===== config.mk =====
export PLATFORM = sky130hd
export DESIGN_NAME = adc_conv_ctrl
export DESIGN_NICKNAME = d
export VERILOG_FILES = /design/src/rtl/adc_ctrl_pkg.sv /design/src/rtl/adc_prescaler.sv /design/src/rtl/adc_conv_ctrl.sv
export SDC_FILE = /design/constraint.sdc
export NUM_CORES = 1
export LEC_CHECK = 0
export BUFFER_PORTS_ARGS = -buffer_cell sky130_fd_sc_hd__buf_2
export CAP_MARGIN = 20
export CORE_MARGIN = 2
export CORE_UTILIZATION = 52
export DETAILED_ROUTE_END_ITERATION = 8
export PLACE_DENSITY_LB_ADDON = 0.05
export SLEW_MARGIN = 10
export SYNTH_ARGS = -nofsm -noshare
export SYNTH_HDL_FRONTEND = slang
export SYNTH_SLANG_ARGS = --single-unit

===== constraint.sdc =====
create_clock -name clk -period 2.95 [get_ports clk]
set_clock_uncertainty 0.1 [all_clocks]
set_input_delay 0.1475 -clock clk [delete_from_list [all_inputs] [get_ports clk]]
set_output_delay 0.1475 -clock clk [all_outputs]
set_load 0.1 [all_outputs]

===== src/rtl/adc_ctrl_pkg.sv =====
// package for the converter control block: register map, field layout,
// reset values, sequencer states and carriers.
// assumes a 32-bit apb master on the system clock.
package adc_ctrl_pkg;

	// register byte addresses
	localparam logic [7:0] OFF_MODE     = 8'h00; // conv_mode_reg
	localparam logic [7:0] OFF_RES_HIGH = 8'h04; // result_high_reg
	localparam logic [7:0] OFF_RES_LOW  = 8'h08; // result_low_reg
	localparam logic [7:0] OFF_STATUS   = 8'h0C; // irq flag and busy

	// conv_mode_reg fields
	localparam int MODE_CH_LSB    = 0; // channel_select [3:0]
	localparam int MODE_START_BIT = 4; // conv_start_bit
	localparam int MODE_DONE_BIT  = 5; // conv_done_status

	// result_high_reg fields
	localparam int RH_CLK_LSB = 6; // clock source [7:6]
	localparam int RH_8BIT    = 5; // eight_bit_mode

	// status register fields
	localparam int ST_IRQ_BIT  = 0; // conv_irq_flag, write 1 to clear
	localparam int ST_BUSY_BIT = 1;

	// reset values
	localparam logic [3:0] RST_CHANNEL = 4'h0;
	localparam logic [1:0] RST_CLK_SEL = 2'h0;
	localparam logic [9:0] RST_RESULT  = 10'h000;

	// channel code that picks the internal bias reference
	localparam logic [3:0] CH_BIAS_REF = 4'hF;

	// conversion length in converter clock periods
	localparam int CONV_PERIODS = 13;
	// prescaler divide ratios (system clocks per converter clock), by select
	localparam logic [7:0] DIV_SEL0 = 8'h04;
	localparam logic [7:0] DIV_SEL1 = 8'h08;
	localparam logic [7:0] DIV_SEL2 = 8'h10;
	localparam logic [7:0] DIV_SEL3 = 8'h20;

	// recommended least converter clock period, and system clock rate
	localparam int MIN_CONV_PERIOD_NS = 1000;
	localparam int CLK_PERIOD_NS      = 40;
	localparam int MIN_CONV_CYCLES    =
		(MIN_CONV_PERIOD_NS + CLK_PERIOD_NS - 1) / CLK_PERIOD_NS;

	// sequencer states, gray along idle -> sample -> approx -> load
	typedef enum logic [1:0] {
		ST_IDLE   = 2'b00,
		ST_SAMPLE = 2'b01,
		ST_APPROX = 2'b11,
		ST_LOAD   = 2'b10
	} seq_state_t;

	// analog front end command and answer
	typedef struct packed {
		logic [3:0] channel;
		logic       sample;
		logic [9:0] trial;
	} afe_req_t;

	typedef struct packed {
		logic compare;
	} afe_rsp_t;

endpackage


===== src/rtl/adc_prescaler.sv =====
// converter clock tick generator: one-cycle tick every selected ratio.
// assumes the select is stable or that a change may stretch one period.
`timescale 1ns/1ps
`default_nettype none
module adc_prescaler (
	// clock and reset
	input  wire logic       clk,
	input  wire logic       rst,
	// control
	input  wire logic       restart,
	input  wire logic [1:0] clk_sel,
	// tick out
	output logic            tick
);
	import adc_ctrl_pkg::*;

	logic [7:0] count;
	logic [7:0] ratio;

	// divide ratio from the select
	always_comb begin
		case (clk_sel)
			2'h0: ratio = DIV_SEL0;
			2'h1: ratio = DIV_SEL1;
			2'h2: ratio = DIV_SEL2;
			default: ratio = DIV_SEL3;
		endcase
	end

	// count up, tick on the last cycle of each period
	always_ff @(posedge clk or posedge rst) begin
		if (rst) begin
			count <= 8'h00;
		end else if (restart || tick) begin
			count <= 8'h00;
		end else begin
			count <= count + 8'h01;
		end
	end

	assign tick = !restart && (count == ratio - 8'h01);

endmodule
`default_nettype wire


===== src/rtl/adc_conv_ctrl.sv =====
// converter control: apb register slave and successive approximation
// sequencer driving the analog multiplexer, sample-and-hold and ladder.
// assumes pclk is clk, and that the comparator answer is settled each tick.
//
// The address map and the APB register port are this design's own decisions.
`timescale 1ns/1ps
`default_nettype none
// What this block does
// - pick one channel through the mux, sample it, then approximate bit by bit
// - produce a 10-bit result split over high and low result registers
// - top two bits of the high result register select converter clock
// - four-bit channel field; code 1111b selects the internal bias reference
// - writing 1 to start bit begins conversion; hardware clears it next cycle
// - in eight-bit mode the top eight result bits go into the low register
// - on completion load results, set done bit and raise interrupt flag
// - done bit reads 0 throughout a conversion, set when it finishes
// - each conversion lasts 13 converter clock periods
module adc_conv_ctrl (
	// clock and reset
	input  wire logic                    clk,
	input  wire logic                    rst,
	// apb slave
	input  wire logic                    psel,
	input  wire logic                    penable,
	input  wire logic                    pwrite,
	input  wire logic [7:0]              paddr,
	input  wire logic [31:0]             pwdata,
	output logic                         pready,
	output logic [31:0]                  prdata,
	output logic                         pslverr,
	// analog front end
	output adc_ctrl_pkg::afe_req_t       afe_req,
	input  wire adc_ctrl_pkg::afe_rsp_t  afe_rsp,
	// interrupt flag to the interrupt controller, and bias reference select
	output logic                         conv_irq_flag,
	output logic                         bias_ref_sel
);
	import adc_ctrl_pkg::*;

	seq_state_t state;
	seq_state_t next_state;
	logic [3:0] channel_select;
	logic       conv_start_bit;
	logic       conv_done_status;
	logic [1:0] clk_sel;
	logic       eight_bit_mode;
	logic [9:0] result;
	logic [9:0] trial;
	logic [3:0] bit_idx;
	logic [3:0] period_cnt;
	logic       tick;
	logic       wr_en;
	logic       rd_en;
	logic       start_wr;
	logic       irq_clr;
	logic       mapped;

	// apb decode; every access finishes in its first access cycle
	assign pready  = 1'b1;
	assign wr_en   = psel && penable && pwrite;
	assign rd_en   = psel && penable && !pwrite;
	assign mapped  = (paddr == OFF_MODE) || (paddr == OFF_RES_HIGH) ||
		(paddr == OFF_RES_LOW) || (paddr == OFF_STATUS);
	assign pslverr = psel && penable && !mapped;
	assign start_wr = wr_en && (paddr == OFF_MODE) &&
		pwdata[MODE_START_BIT];
	assign irq_clr = wr_en && (paddr == OFF_STATUS) && pwdata[ST_IRQ_BIT];

	// converter clock ticks
	adc_prescaler u_presc (
		.clk     (clk),
		.rst     (rst),
		.restart (start_wr),
		.clk_sel (clk_sel),
		.tick    (tick)
	);

	// software-written control fields
	always_ff @(posedge clk or posedge rst) begin
		if (rst) begin
			channel_select <= RST_CHANNEL;
			clk_sel        <= RST_CLK_SEL;
			eight_bit_mode <= 1'b0;
		end else if (wr_en && paddr == OFF_MODE) begin
			channel_select <= pwdata[MODE_CH_LSB +: 4];
		end else if (wr_en && paddr == OFF_RES_HIGH) begin
			clk_sel        <= pwdata[RH_CLK_LSB +: 2];
			eight_bit_mode <= pwdata[RH_8BIT];
		end
	end

	// self-clearing start bit
	always_ff @(posedge clk or posedge rst) begin
		if (rst) begin
			conv_start_bit <= 1'b0;
		end else begin
			conv_start_bit <= start_wr;
		end
	end

	// sequencer next state
	always_comb begin
		next_state = state;
		case (state)
			ST_IDLE:   next_state = ST_IDLE;
			ST_SAMPLE: if (tick && period_cnt == 4'd1) next_state = ST_APPROX;
			ST_APPROX: if (tick && bit_idx == 4'd0) next_state = ST_LOAD;
			ST_LOAD:   if (tick) next_state = ST_IDLE;
			default:   next_state = ST_IDLE;
		endcase
		if (start_wr) begin
			next_state = ST_SAMPLE;
		end
	end

	// sequencer: 2 sample periods, 10 bit periods, 1 load period
	always_ff @(posedge clk or posedge rst) begin
		if (rst) begin
			state      <= ST_IDLE;
			period_cnt <= 4'd0;
			bit_idx    <= 4'd9;
			trial      <= 10'h000;
		end else begin
			state <= next_state;
			if (start_wr) begin
				period_cnt <= 4'd0;
				bit_idx    <= 4'd9;
				trial      <= 10'h200;
			end else if (tick && state != ST_IDLE) begin
				period_cnt <= period_cnt + 4'd1;
				if (state == ST_APPROX) begin
					// keep or drop the trial bit, try the next
					if (!afe_rsp.compare) begin
						trial[bit_idx] <= 1'b0;
					end
					if (bit_idx != 4'd0) begin
						trial[bit_idx - 4'd1] <= 1'b1;
						bit_idx <= bit_idx - 4'd1;
					end
				end
			end
		end
	end

	// result load and done status; result kept until the next completion, done bit cleared by a start
	always_ff @(posedge clk or posedge rst) begin
		if (rst) begin
			result           <= RST_RESULT;
			conv_done_status <= 1'b1;
		end else if (start_wr) begin
			conv_done_status <= 1'b0;
		end else if (state == ST_LOAD && tick) begin
			result           <= trial;
			conv_done_status <= 1'b1;
		end
	end

	// interrupt request flag; the set wins over a clear
	always_ff @(posedge clk or posedge rst) begin
		if (rst) begin
			conv_irq_flag <= 1'b0;
		end else if (state == ST_LOAD && tick && !start_wr) begin
			conv_irq_flag <= 1'b1;
		end else if (irq_clr) begin
			conv_irq_flag <= 1'b0;
		end
	end

	// analog front end drive
	always_ff @(posedge clk or posedge rst) begin
		if (rst) begin
			afe_req <= '0;
		end else begin
			afe_req.channel <= channel_select;
			afe_req.sample  <= (next_state == ST_SAMPLE);
			afe_req.trial   <= trial;
		end
	end
	assign bias_ref_sel = (afe_req.channel == CH_BIAS_REF);

	// read data, registered; eight-bit mode packs the top bits low
	always_ff @(posedge clk or posedge rst) begin
		if (rst) begin
			prdata <= 32'h0000_0000;
		end else if (psel && !penable && !pwrite) begin
			case (paddr)
				OFF_MODE: prdata <= {26'h0, conv_done_status,
					conv_start_bit, channel_select};
				OFF_RES_HIGH: prdata <= {24'h0, clk_sel, eight_bit_mode,
					3'h0, eight_bit_mode ? 2'h0 : result[9:8]};
				OFF_RES_LOW: prdata <= {24'h0, eight_bit_mode ?
					result[9:2] : result[7:0]};
				OFF_STATUS: prdata <= {30'h0, state != ST_IDLE,
					conv_irq_flag};
				default: prdata <= 32'h0000_0000;
			endcase
		end
	end
endmodule
`default_nettype wire


## After elaboration in Yosys (flattened, before gate mapping)

Index checks and enable logic that the tools add are counted.
W data, S select, Z words.

| storage, ports and cells | value |
|---|---|
| bits in registers | 95 |
| output and inout port bits | 51 |

| operators by class | value |
|---|---|
| magnitude comparators | 4 |
| bitwise operators | 5 |
| equal/unequal tests | 12 |
| muxes and demuxes | 32 |
| reduce and logical (&&, ||, !) cells | 41 |
| add/sub/neg operators | 4 |

Operator list:

| kind | count |
|---|---|
| $mux W10 | 8 |
| $pmux W8 S4 | 1 |
| $mux W4 | 6 |
| $logic_and A1 B1 Y1 | 18 |
| $pmux W6 S3 | 1 |
| $eq A8 B4 Y1 const B | 2 |
| $mux W8 | 2 |
| $reduce_bool A2 Y1 | 6 |
| $and A10 B10 Y10 | 1 |
| $lt A4 B5 Y1 const B | 2 |
| $mux W2 | 5 |
| $not A10 Y10 | 1 |
| $or A10 B10 Y10 | 1 |
| $add A8 B1 Y8 const B | 1 |
| $demux W1 S4 | 2 |
| $eq A8 B3 Y1 const B | 1 |
| $eq A8 B8 Y1 | 1 |
| $ge A4 B1 Y1 const B | 2 |
| $logic_not A8 Y1 | 1 |
| $pmux W2 S4 | 1 |
| $sub A6 B1 Y7 const B | 1 |
| $eq A2 B1 Y1 const B | 3 |
| $eq A2 B2 Y1 const B | 3 |
| $mux W1 | 6 |
| other kinds (12) | 22 |

## Longest topological paths before layout

Gate-level depths: netlist (run 1).

| depth | value |
|---|---|
| depth in word-level cells | 15 |
| mapped depth | 8 |
| mapped depth without buffers | 6 |

## Cells and area by module

Synthesis (run 1) repeated with hierarchy kept, for this count alone.

| second synthesis, totals | value |
|---|---|
| cell total of the unflattened synthesis | 333 |
| area, all modules | 3,631.0 µm² |

By module, submodules not included:

| module | area each (µm²) | seq. area each (µm²) | cells an instance | times used |
|---|---|---|---|---|
| adc_conv_ctrl | 3,148.0 | 1,580.3 | 285 | 1 |
| adc_prescaler | 483.0 | 200.2 | 48 | 1 |

## Worst setup path after synthesis (run 1)

OpenSTA, ideal clock, no wires.

| timing path | value |
|---|---|
| path kind | flip-flop to flip-flop |
| start | register u_presc.count[0] |
| end | register bit_idx[3] |
| library setup time | 77 ps |
| slack | 763 ps |
| arrival | 2,010 ps |
| data required time | 2,773 ps |
| path buffers | 1 |
| cell stages (with the launch flop) | 8 |
| cell sequence | dfrtp_1 -> ha_1 -> nor4b_2 -> o21ai_1 -> or3_1 -> buf_2 -> or4_1 -> a21o_1 |

| between the ends | value |
|---|---|
| cells in the longest elaborated chain, start to end | 5 |

RTL lines:

| element | RTL line | RTL |
|---|---|---|
| from (decl) | adc_prescaler.sv:17 | `logic [7:0] count;` |
| from (signal assigned) | adc_prescaler.sv:37 | `count <= count + 8'h01;` |
| $eq A8 B8 Y1 | adc_prescaler.sv:41 | `assign tick = !restart && (count == ratio - 8'h01);` |
| $logic_and A1 B1 Y1 | adc_prescaler.sv:41 |  |
| $logic_and A1 B1 Y1 | adc_conv_ctrl.sv:129 | `end else if (tick && state != ST_IDLE) begin` |
| $reduce_bool A2 Y1 (no line) | -- |  |
| $reduce_and A3 Y1 (no line) | -- |  |
| to (signal assigned) | adc_conv_ctrl.sv:138 | `bit_idx <= bit_idx - 4'd1;` |
| to (decl) | adc_conv_ctrl.sv:49 | `logic [3:0] bit_idx;` |

Every way passes these cells.
A chain may end at the register's enable or synchronous reset.

## Worst setup path after layout (run 1)

| timing path | value |
|---|---|
| start | register u_presc.count[0] |
| end | register trial[1] |

| between the ends | value |
|---|---|
| cells in the longest elaborated chain, start to end | 5 |

RTL lines:

| element | RTL line | RTL |
|---|---|---|
| $eq A8 B8 Y1 | adc_prescaler.sv:41 |  |
| $logic_and A1 B1 Y1 | adc_prescaler.sv:41 |  |
| $logic_and A1 B1 Y1 | adc_conv_ctrl.sv:129 |  |
| $reduce_bool A2 Y1 (no line) | -- |  |
| $reduce_and A2 Y1 (no line) | -- |  |
| to (signal assigned) | adc_conv_ctrl.sv:128 | `trial <= 10'h200;` |
| to (signal, indexed assignment) | adc_conv_ctrl.sv:134 | `trial[bit_idx] <= 1'b0;` |
| to (signal, indexed assignment) | adc_conv_ctrl.sv:137 | `trial[bit_idx - 4'd1] <= 1'b1;` |
| to (decl) | adc_conv_ctrl.sv:48 | `logic [9:0] trial;` |

Every way passes these cells.

==> results of run 1 <==
## critical path, cell delays in order (launching register included)
cell     delay [ps]
dfrtp_1         400
ha_1            230
nor4b_2         210
o21ai_1         130
or3_1           610
buf_4           260
o41ai_1         340
a21oi_1         100
## power breakdown
group,internal [mW],switching [mW]
sequential,1.23,0.223
clock,0.392,0.369
combinational,0.344,1.02
## layer usage
metal | global-route usage | share of wire
met1 | 0.2719 | 0.46
met5 | 0 | 0
met2 | 0.3249 | 0.49
met3 | 0.03465 | 0.043
met4 | 0.07504 | 0.0058
## cells by family after synthesis
family | Yosys count | synth area share
simple gates | 107 | 0.1584
flops | 71 | 0.5099
compound gates | 65 | 0.1211
mux | 22 | 0.06987
fa+ha+maj | 8 | 0.02866
other cells | 2 | 0.002151
xor+xnor | 10 | 0.02508
buf+inv | 50 | 0.08491
## registers in the layout, indices dropped and copies added (netlist names), 2 cells and up
signal          flops
clk_sel             2
afe_req            15
u_presc.count       8
trial              10
prdata              8
period_cnt          4
result             10
state               2
channel_select      4
bit_idx             4
## per-stage QoR
step	power (mW)	utilization	instances	hold WS, ps	worst slack [ps]
global route	3.789	0.6184	472	97.95	151.6
detailed placement	2.831	0.5755	448	77.56	389.5
global placement	2.814	0.5755	448	72.95	388.8
CTS	3.609	0.6184	472	80.21	385.5
floorplan	2.582	-	358	197.9	763.4
finish	3.580	0.6184	472	104.9	410.8
## area by class of cell
class                           instances  area [um^2]
Multi-Input combinational cell        237         1501
Timing Repair Buffer                   61        360.3
Tap cell                               77        96.34
Fill cell                             542         2451
Clock buffer                            9        123.9
Clock inverter                          7        71.32
Inverter                               10        37.54
Sequential cell                        71         1780
## layout by cell type (no fill, tap or decap), types with 9 or more instances in the layout
| cell | instances |
|---|---|
| clkbuf_8 | 9 |
| nor2_1 | 25 |
| a21oi_1 | 12 |
| nand2_1 | 30 |
| o21ai_0 | 16 |
| dfrtp_1 | 68 |
| mux2_2 | 19 |
| buf_2 | 47 |
| inv_1 | 9 |
| conb_1 | 25 |
| nand4_1 | 11 |
## path summary, 6_finish.rpt
kind / to / startpoint / slack (ps) / depth (start not counted)
worst max register to register: trial[1] / u_presc.count[0] / 410 / 7
worst min register to register: afe_req[13] / channel_select[2] / 290 / 0
min in group asynchronous: u_presc.count[2] / rst / 250 / 3
max in group asynchronous: conv_done_status / rst / 1740 / 4
worst max-delay path: trial[1] / u_presc.count[0] / 410 / 7
worst min-delay path: trial[7] / afe_rsp / 100 / 3
==> impl_metrics.csv, run 1 <==
group,metric,value,unit
status,outcome,"finished, final reports clean",
grt,grt_pass1_vias,2470,
yosys,synth-seq-cells,71,
die,start_util,0.5437,
yosys,netlist_instances,335,
yosys,synthArstFlopShare,1.000,
die,die_w,85.95,um
clocking,cts_resized,0,
clocking,clkTransAtPathRegs,80,ps
yosys,synth_warnings,0,
worst_setup_path,start_kind,"flip-flop",
grt,antenna_found_initial,0,
drt,dr.pass1.iters,4,
drt,wirelength,7.084,mm
yosys,synthTopCellsByCount,"dfrtp_1 (68), nand2_1 (30), buf_4 (26), nor2_1 (25), mux2_2 (19)",
worst_setup_path,required,3030,ps
timing,fmax,393.8,MHz
clocking,worstSkewPairLatency,330,ps
place,gp_congestion,0.8959,
cells_and_area,nNetsFinal,444,
die,ios,97,
worst_setup_path,crit_type,"reg2reg",
yosys,synth_cell_type_count,45,
place,placedInstanceArea,3696,um^2
clocking,ctsHoldBuffers,8,
drt,vias_per_cell,5.487,
drt,drc_errors,0,
die,fp.dieArea,7387,um^2
die,design.core.area,6422,um^2
die,placement_rows,29,
cells_and_area,diodes,0,
die,die_h,85.95,um
timing,slew_headroom,0.5318,
clocking,root_buffer,"clkbuf_8",
grt,grt_usage,0.2010,
yosys,synth_edf_count,0,
timing,finalSetupTns,0,ps
clocking,numCtsBuffers,9,
cells_and_area,design_area,3971,um^2
yosys,synth_area,3492,um^2
worst_setup_path,cp.arrival,2620,ps
drt,drtIter0Drc,102,
grt,grt_pass1_wl,11.70,mm
place,io_buffers,47,
yosys,synth_top_area_frac,0.4873,
timing,period_minus_slack,2539,ps
yosys,syn_avg_cell_area,10.42,um^2
worst_setup_path,end_kind,"flip-flop",
power,max-vdd-ir-drop,0.0006235,V
power,power_density,901.4,nW/um^2
timing,final-hold-violation-count,0,
power,p_leak,1.851,nW
timing,tightest_slew,702.3,ps
drt,vias,2590,
grt,overflow,0,
clocking,clockBufferDepth,2,
worst_setup_path,crit_path_max_fanout,19,
hold_path,hp-class,"in2reg",
clocking,cts_num_sinks,71,
clocking,cts_setup_buffers,0,
drt,wl_per_cell,15.01,um
timing,rsz0062_at_grt,"no",
cells_and_area,syn_to_final_growth,13.72,%
run,drv_cap,0,
cells_and_area,layout-drive-gt1-share,0.2430,
drt,ant_nets,0,
clocking,cts_tree,"yes",
place,dp_hpwl,5.137,mm
clocking,h-tree-depth,3,
yosys,ys_seq_area_frac,0.5099,
yosys,ys_top_cells_by_area,"dfrtp_1 (49%), mux2_2 (6.1%), buf_4 (5.6%)",
timing,setup_viol,0,
timing,timing.final.crit_share,0.8607,
yosys,synth.most_common_cell,"dfrtp_1",
timing,drv_slew,0,
yosys,synth_top_flop_cell,"dfrtp_1",
yosys,yosysTopAreaCell,"dfrtp_1",
grt,grt_max_degree,30,
No activity file was read; power rests on OpenSTA's default activity.
==> inputs of run 2 (changes only) <==
Settings changed: GPL_TIMING_DRIVEN set to 0.
==> run 2 against run 1 <==
Net effect: cell count grew 7.4%; maximum frequency grew 5.0%; core utilization grew 4.3 points; clock-buffer cell count is the same; sequential cell count is the same; combinational power grew 4%; wire length grew 5.3%; first-iteration DRC count shrank 2.0%; sequential share of layout area shrank 2.9 points; hold slack lost 95 ps; non-clock buffer count grew 35; clock power grew 17%.
==> impl_metrics.csv, run 2 (same netlist as run 1, synthesis figures left out) <==
group,metric,value,unit
timing,rsz0062_at_grt,"no",
cells_and_area,final-seq-area,1780,um^2
die,fp.dieArea,7387,um^2
timing,drv_slew,0,
timing,timing.final.crit_share,0.8200,
cells_and_area,fill_cells,519,
place,io_buffers,47,
power,power_density,884.9,nW/um^2
place,dp_hpwl,5.339,mm
cells_and_area,multi_input_area,1501,um^2
power,p_leak,2.014,nW
cells_and_area,mostFrequentLayoutCells,"dfrtp_1 (68), buf_2 (50), nand2_1 (30)",
run,drv_cap,0,
worst_setup_path,crit_type,"reg2reg",
clocking,worstSkewPairLatency,350,ps
cells_and_area,layout_commonest_cell,"dfrtp_1",
grt,overflow,0,
grt,antenna_found_initial,0,
die,ios,97,
worst_setup_path,cp.arrival,2540,ps
cells_and_area,reg_top3,"afe_req (15), result (10), trial (10)",
clocking,root_buffer,"clkbuf_8",
clocking,numCtsBuffers,9,
cells_and_area,syn_to_final_growth,21.64,%
grt,grt_usage,0.2145,
clocking,clockBufferDepth,2,
worst_setup_path,end_kind,"flip-flop",
drt,dr.pass1.iters,5,
worst_setup_path,crit_path_max_fanout,10,
drt,drtIter0Drc,100,
clocking,cts_tree,"yes",
drt,ant_nets,0,
power,max-vdd-ir-drop,0.0005988,V
drt,drc_errors,0,
grt,grt_pass1_vias,2542,
cells_and_area,layout-drive-gt1-share,0.2814,
timing,finalSetupTns,0,ps
timing,setup_viol,0,
die,start_util,0.5437,
clocking,ctsHoldBuffers,8,
timing,final-hold-violation-count,0,
clocking,cts_resized,0,
clocking,clkTransAtPathRegs,80,ps
place,gp_congestion,0.9591,
die,placement_rows,29,
cells_and_area,nNetsFinal,479,
cells_and_area,largest_reg_flops,15,
worst_setup_path,start_kind,"flip-flop",
cells_and_area,diodes,0,
timing,whs,9.761,ps
timing,setup_ws,531.0,ps
cells_and_area,largest-register,"afe_req",
worst_setup_path,required,3070,ps
clocking,h-tree-depth,3,
hold_path,hp-class,"in2reg",
timing,fmax,413.4,MHz
drt,vias_per_cell,5.310,
clocking,cts_setup_buffers,0,
place,pre_cts_slack,532.3,ps
grt,grt_pass1_wl,12.21,mm
timing,slew_headroom,0.4819,
die,die_w,85.95,um
drt,vias,2692,
die,die_h,85.95,um
drt,wirelength,7.459,mm
status,outcome,"finished, final reports clean",
die,design.core.area,6422,um^2
cells_and_area,fin_util,0.6614,
drt,wl_per_cell,14.71,um
grt,grt_max_degree,59,
timing,tightest_slew,770.0,ps
clocking,cts_num_sinks,71,
timing,period_minus_slack,2419,ps
## run 2: final timing paths
check / startpoint / end / slack [ps] / depth (start not counted)
max reg2reg: u_presc.count[0] / trial[7] / 530 / 8
max in group asynchronous: rst / bit_idx[3] / 2030 / 4
min reg2reg: channel_select[3] / afe_req[14] / 300 / 0
max: u_presc.count[0] / trial[7] / 530 / 8
min in group asynchronous: rst / u_presc.count[1] / 160 / 3
min: psel / prdata[4] / 10 / 3
## run 2: through the flow
| step | total power [mW] | cell area (um^2) | std cells |
|---|---|---|---|
| 6_report | 3.759 | 4248 | 507 |
| 5_1_grt | 3.961 | 4248 | 507 |
| 4_1_cts | 3.770 | 4248 | 507 |
| 3_5_place_dp | 2.868 | 3940 | 483 |
| 3_3_place_gp | 2.844 | 3910 | 482 |
| 2_1_floorplan | 2.582 | 3578 | 358 |
## run 2: area by class of cell
cell class	count	area share
Inverter	10	0.009426
Tap cell	77	0.02268
Multi-Input combinational cell	237	0.3535
Clock buffer	9	0.02916
Buffer	40	0.06097
Sequential cell	71	0.4191
Timing Repair Buffer	56	0.08071
Clock inverter	7	0.02445
## run 2: per-layer routing
metal  vias to the layer above  routed length, um  GRT usage
met1                      1282               3424     0.2779
met3                        11                297    0.05390
met5                         -                  0          0
li1                       1325                  -          -
met4                         0                119    0.08514
met2                        74               3617     0.3460
## run 2: worst max-delay path: stages (launching register included)
cell and delay (ps):
dfrtp_1 400, ha_1 250, nor4b_2 240, o21ai_1 140, or3_1 350, buf_2 170
buf_2 200, o41ai_1 330, a21oi_1 120
## run 2: power by group
part | switching, mW | total [mW] | leakage [nW] | internal [mW]
registers | 0.220 | 1.45 | 0.882 | 1.23
logic | 1.04 | 1.41 | 1.02 | 0.373
clock network | 0.405 | 0.893 | 0.115 | 0.488
==> inputs of run 3 (changes only) <==
Settings changed: CORE_UTILIZATION 52 to 47.
Clock period 2.95 ns to 2 ns, I/O delays scaled along.
==> run 3 against run 2 <==
Net effect: global-route usage decreased by 1.7 points; die area increased by 10%; total power rose by 48%; critical path type unchanged; the flow now finishes with violations (negative setup slack); critical path depth is 2 lower; cell count increased by 6.1%; sequential power up 50%; clock power increased by 32%; final area rose by 7.1%; first-iteration DRC count rose by 23%; maximum frequency rose by 10%; hold slack improved by 33 ps; combinational power grew 57%.
==> impl_metrics.csv, run 3 (same netlist as run 1, synthesis figures left out) <==
group,metric,value,unit
status,outcome,"finished, violations left",
status,violations,"negative setup slack",
cells_and_area,nNetsFinal,488,
grt,met2_usage,0.3158,
place,placedCellCount,505,
cells_and_area,layout_commonest_cell,"dfrtp_1",
clocking,h-tree-depth,3,
drt,wl_per_cell,14.49,um
grt,antenna_found_initial,0,
power,p_clk_frac,0.212,
timing,finalSetupTns,-1314,ps
grt,grt_usage,0.1974,
cells_and_area,largest_reg_flops,15,
worst_setup_path,cp.arrival,2370,ps
drt,ant_nets,0,
drt,dr.pass1.iters,5,
power,pwr-share-seq,0.389,
place,dp_hpwl,5.509,mm
cells_and_area,syn_to_final_growth,30.31,%
grt,grt_pass1_wl,12.77,mm
cells_and_area,reg_top3,"afe_req (15), result (10), trial (10)",
cells_and_area,layout-drive-gt1-share,0.3599,
place,pre_cts_slack,-378.7,ps
power,power_frac_comb,0.399,
clocking,clockBufferDepth,2,
die,start_util,0.4840,
grt,global_route.usage.met3,0.04526,
cells_and_area,instances_no_fill,538,
cells_and_area,diodes,0,
timing,timing.final.crit_share,1.095,
worst_setup_path,start_kind,"flip-flop",
timing,final-hold-violation-count,0,
timing,rsz0062_at_grt,"yes",
worst_setup_path,required,2180,ps
timing,setup_viol,24,
worst_setup_path,crit_type,"reg2reg",
drt,vias,2773,
die,ios,97,
grt,grtUsageMet1,0.2643,
worst_setup_path,end_kind,"flip-flop",
grt,top_usage_layer,"met2",
timing,drv_slew,0,
clocking,worstSkewPairLatency,350,ps
drt,drtIter0Drc,123,
clocking,root_buffer,"clkbuf_8",
worst_setup_path,crit_path_max_fanout,6,
drt,vias_per_cell,5.154,
power,power_density,1223,nW/um^2
die,fp.dieArea,8135,um^2
hold_path,hp-class,"in2reg",
power,total_power,5.566,mW
place,gp_congestion,0.8259,
power,max-vdd-ir-drop,0.0006916,V
clocking,numCtsBuffers,9,
run,drv_cap,0,
cells_and_area,mostFrequentLayoutCells,"dfrtp_1 (65), buf_2 (48), buf_4 (35)",
place,io_buffers,47,
power,p_sw,2.537,mW
cells_and_area,largest-register,"afe_req",
drt,wirelength,7.796,mm
die,design.core.area,7214,um^2
timing,fmax,456.5,MHz
die,placement_rows,31,
die,die_w,90.20,um
timing,setup_ws,-190.7,ps
timing,tightest_slew,727.7,ps
power,p_leak,2.153,nW
power,switching_share,0.4558,
grt,grt_pass1_vias,2655,
clocking,clkTransAtPathRegs,80,ps
power,internal_power,3.029,mW
drt,drc_errors,0,
timing,period_minus_slack,2191,ps
die,die_h,90.20,um
timing,slew_headroom,0.5149,
grt,grt_max_degree,38,
grt,overflow,0,
clocking,cts_tree,"yes",
clocking,cts_num_sinks,71,
run 3: changes by cell type in the layout (fill, tap and decap cells not counted), sizes merged:
cell | previous run | this run
buf | 79 | 88
clkbuf | 18 | 15
dlygate4sd3 | 8 | 11
clkinv | 2 | 4
inv | 13 | 11
bufinv | 2 | 1
clkinvlp | 0 | 1
run 3: layer usage:
layer | wire length, um | up-vias
li1 | - | 1346
met1 | 3612 | 1336
met2 | 3680 | 79
met3 | 366 | 12
met4 | 136 | 0
met5 | 0 | -
run 3: timing repair:
action	4_1_cts	5_1_grt
resized for setup	16	24
hold endpoints to repair	45	0
hold buffers	11	0
setup endpoints to repair	40	40
setup buffers	6	2
pin swaps	5	9
run 3: metrics by stage:
stage / cell area, um^2 / hold WS, ps / util
floorplan: 3612 / 150.4 / -
global placement: 3971 / 236.3 / 0.5505
detailed placement: 3994 / 50.97 / 0.5536
CTS: 4417 / 1.600 / 0.6122
global route: 4551 / 64.60 / 0.6308
finish: 4551 / 42.97 / 0.6308
run 3: worst max-delay path, cell delays in order (launching register included):
cell and delay [ps]:
dfrtp_2 450, and4bb_1 320, a211oi_4 60, or3_1 390
buf_6 140, or4_4 500, a21o_1 170
run 3: final timing paths:
check | start | end | slack, ps | cells after the start
min in group asynchronous | rst | prdata[2] | 210 | 3
worst min register to register | channel_select[2] | afe_req[13] | 320 | 0
max in group asynchronous | rst | conv_done_status | 980 | 4
worst max register to register | clk_sel[0] | bit_idx[3] | -190 | 6
worst min-delay path | afe_rsp | trial[7] | 40 | 3
worst max-delay path | clk_sel[0] | bit_idx[3] | -190 | 6
run 3: area by class of cell:
| cell class | instances | area [um^2] |
|---|---|---|
| fill | 623 | 2664 |
| sequential | 71 | 1784 |
| multi-input combinational | 237 | 1704 |
| timing repair buffer | 67 | 425.4 |
| buffer | 38 | 267.8 |
| clock buffer | 9 | 123.9 |
| tap | 99 | 123.9 |
| clock inverter | 7 | 81.33 |
| inverter | 10 | 40.04 |
run 3: power by group through the flow:
stage	Sequential, mW	Clock, mW	Combinational, mW
floorplan	2.79	0	1.06
global placement	2.17	0	2.07
detailed placement	2.18	0	2.10
CTS	2.16	1.20	2.13
global route	2.22	1.28	2.37
finish	2.17	1.18	2.22
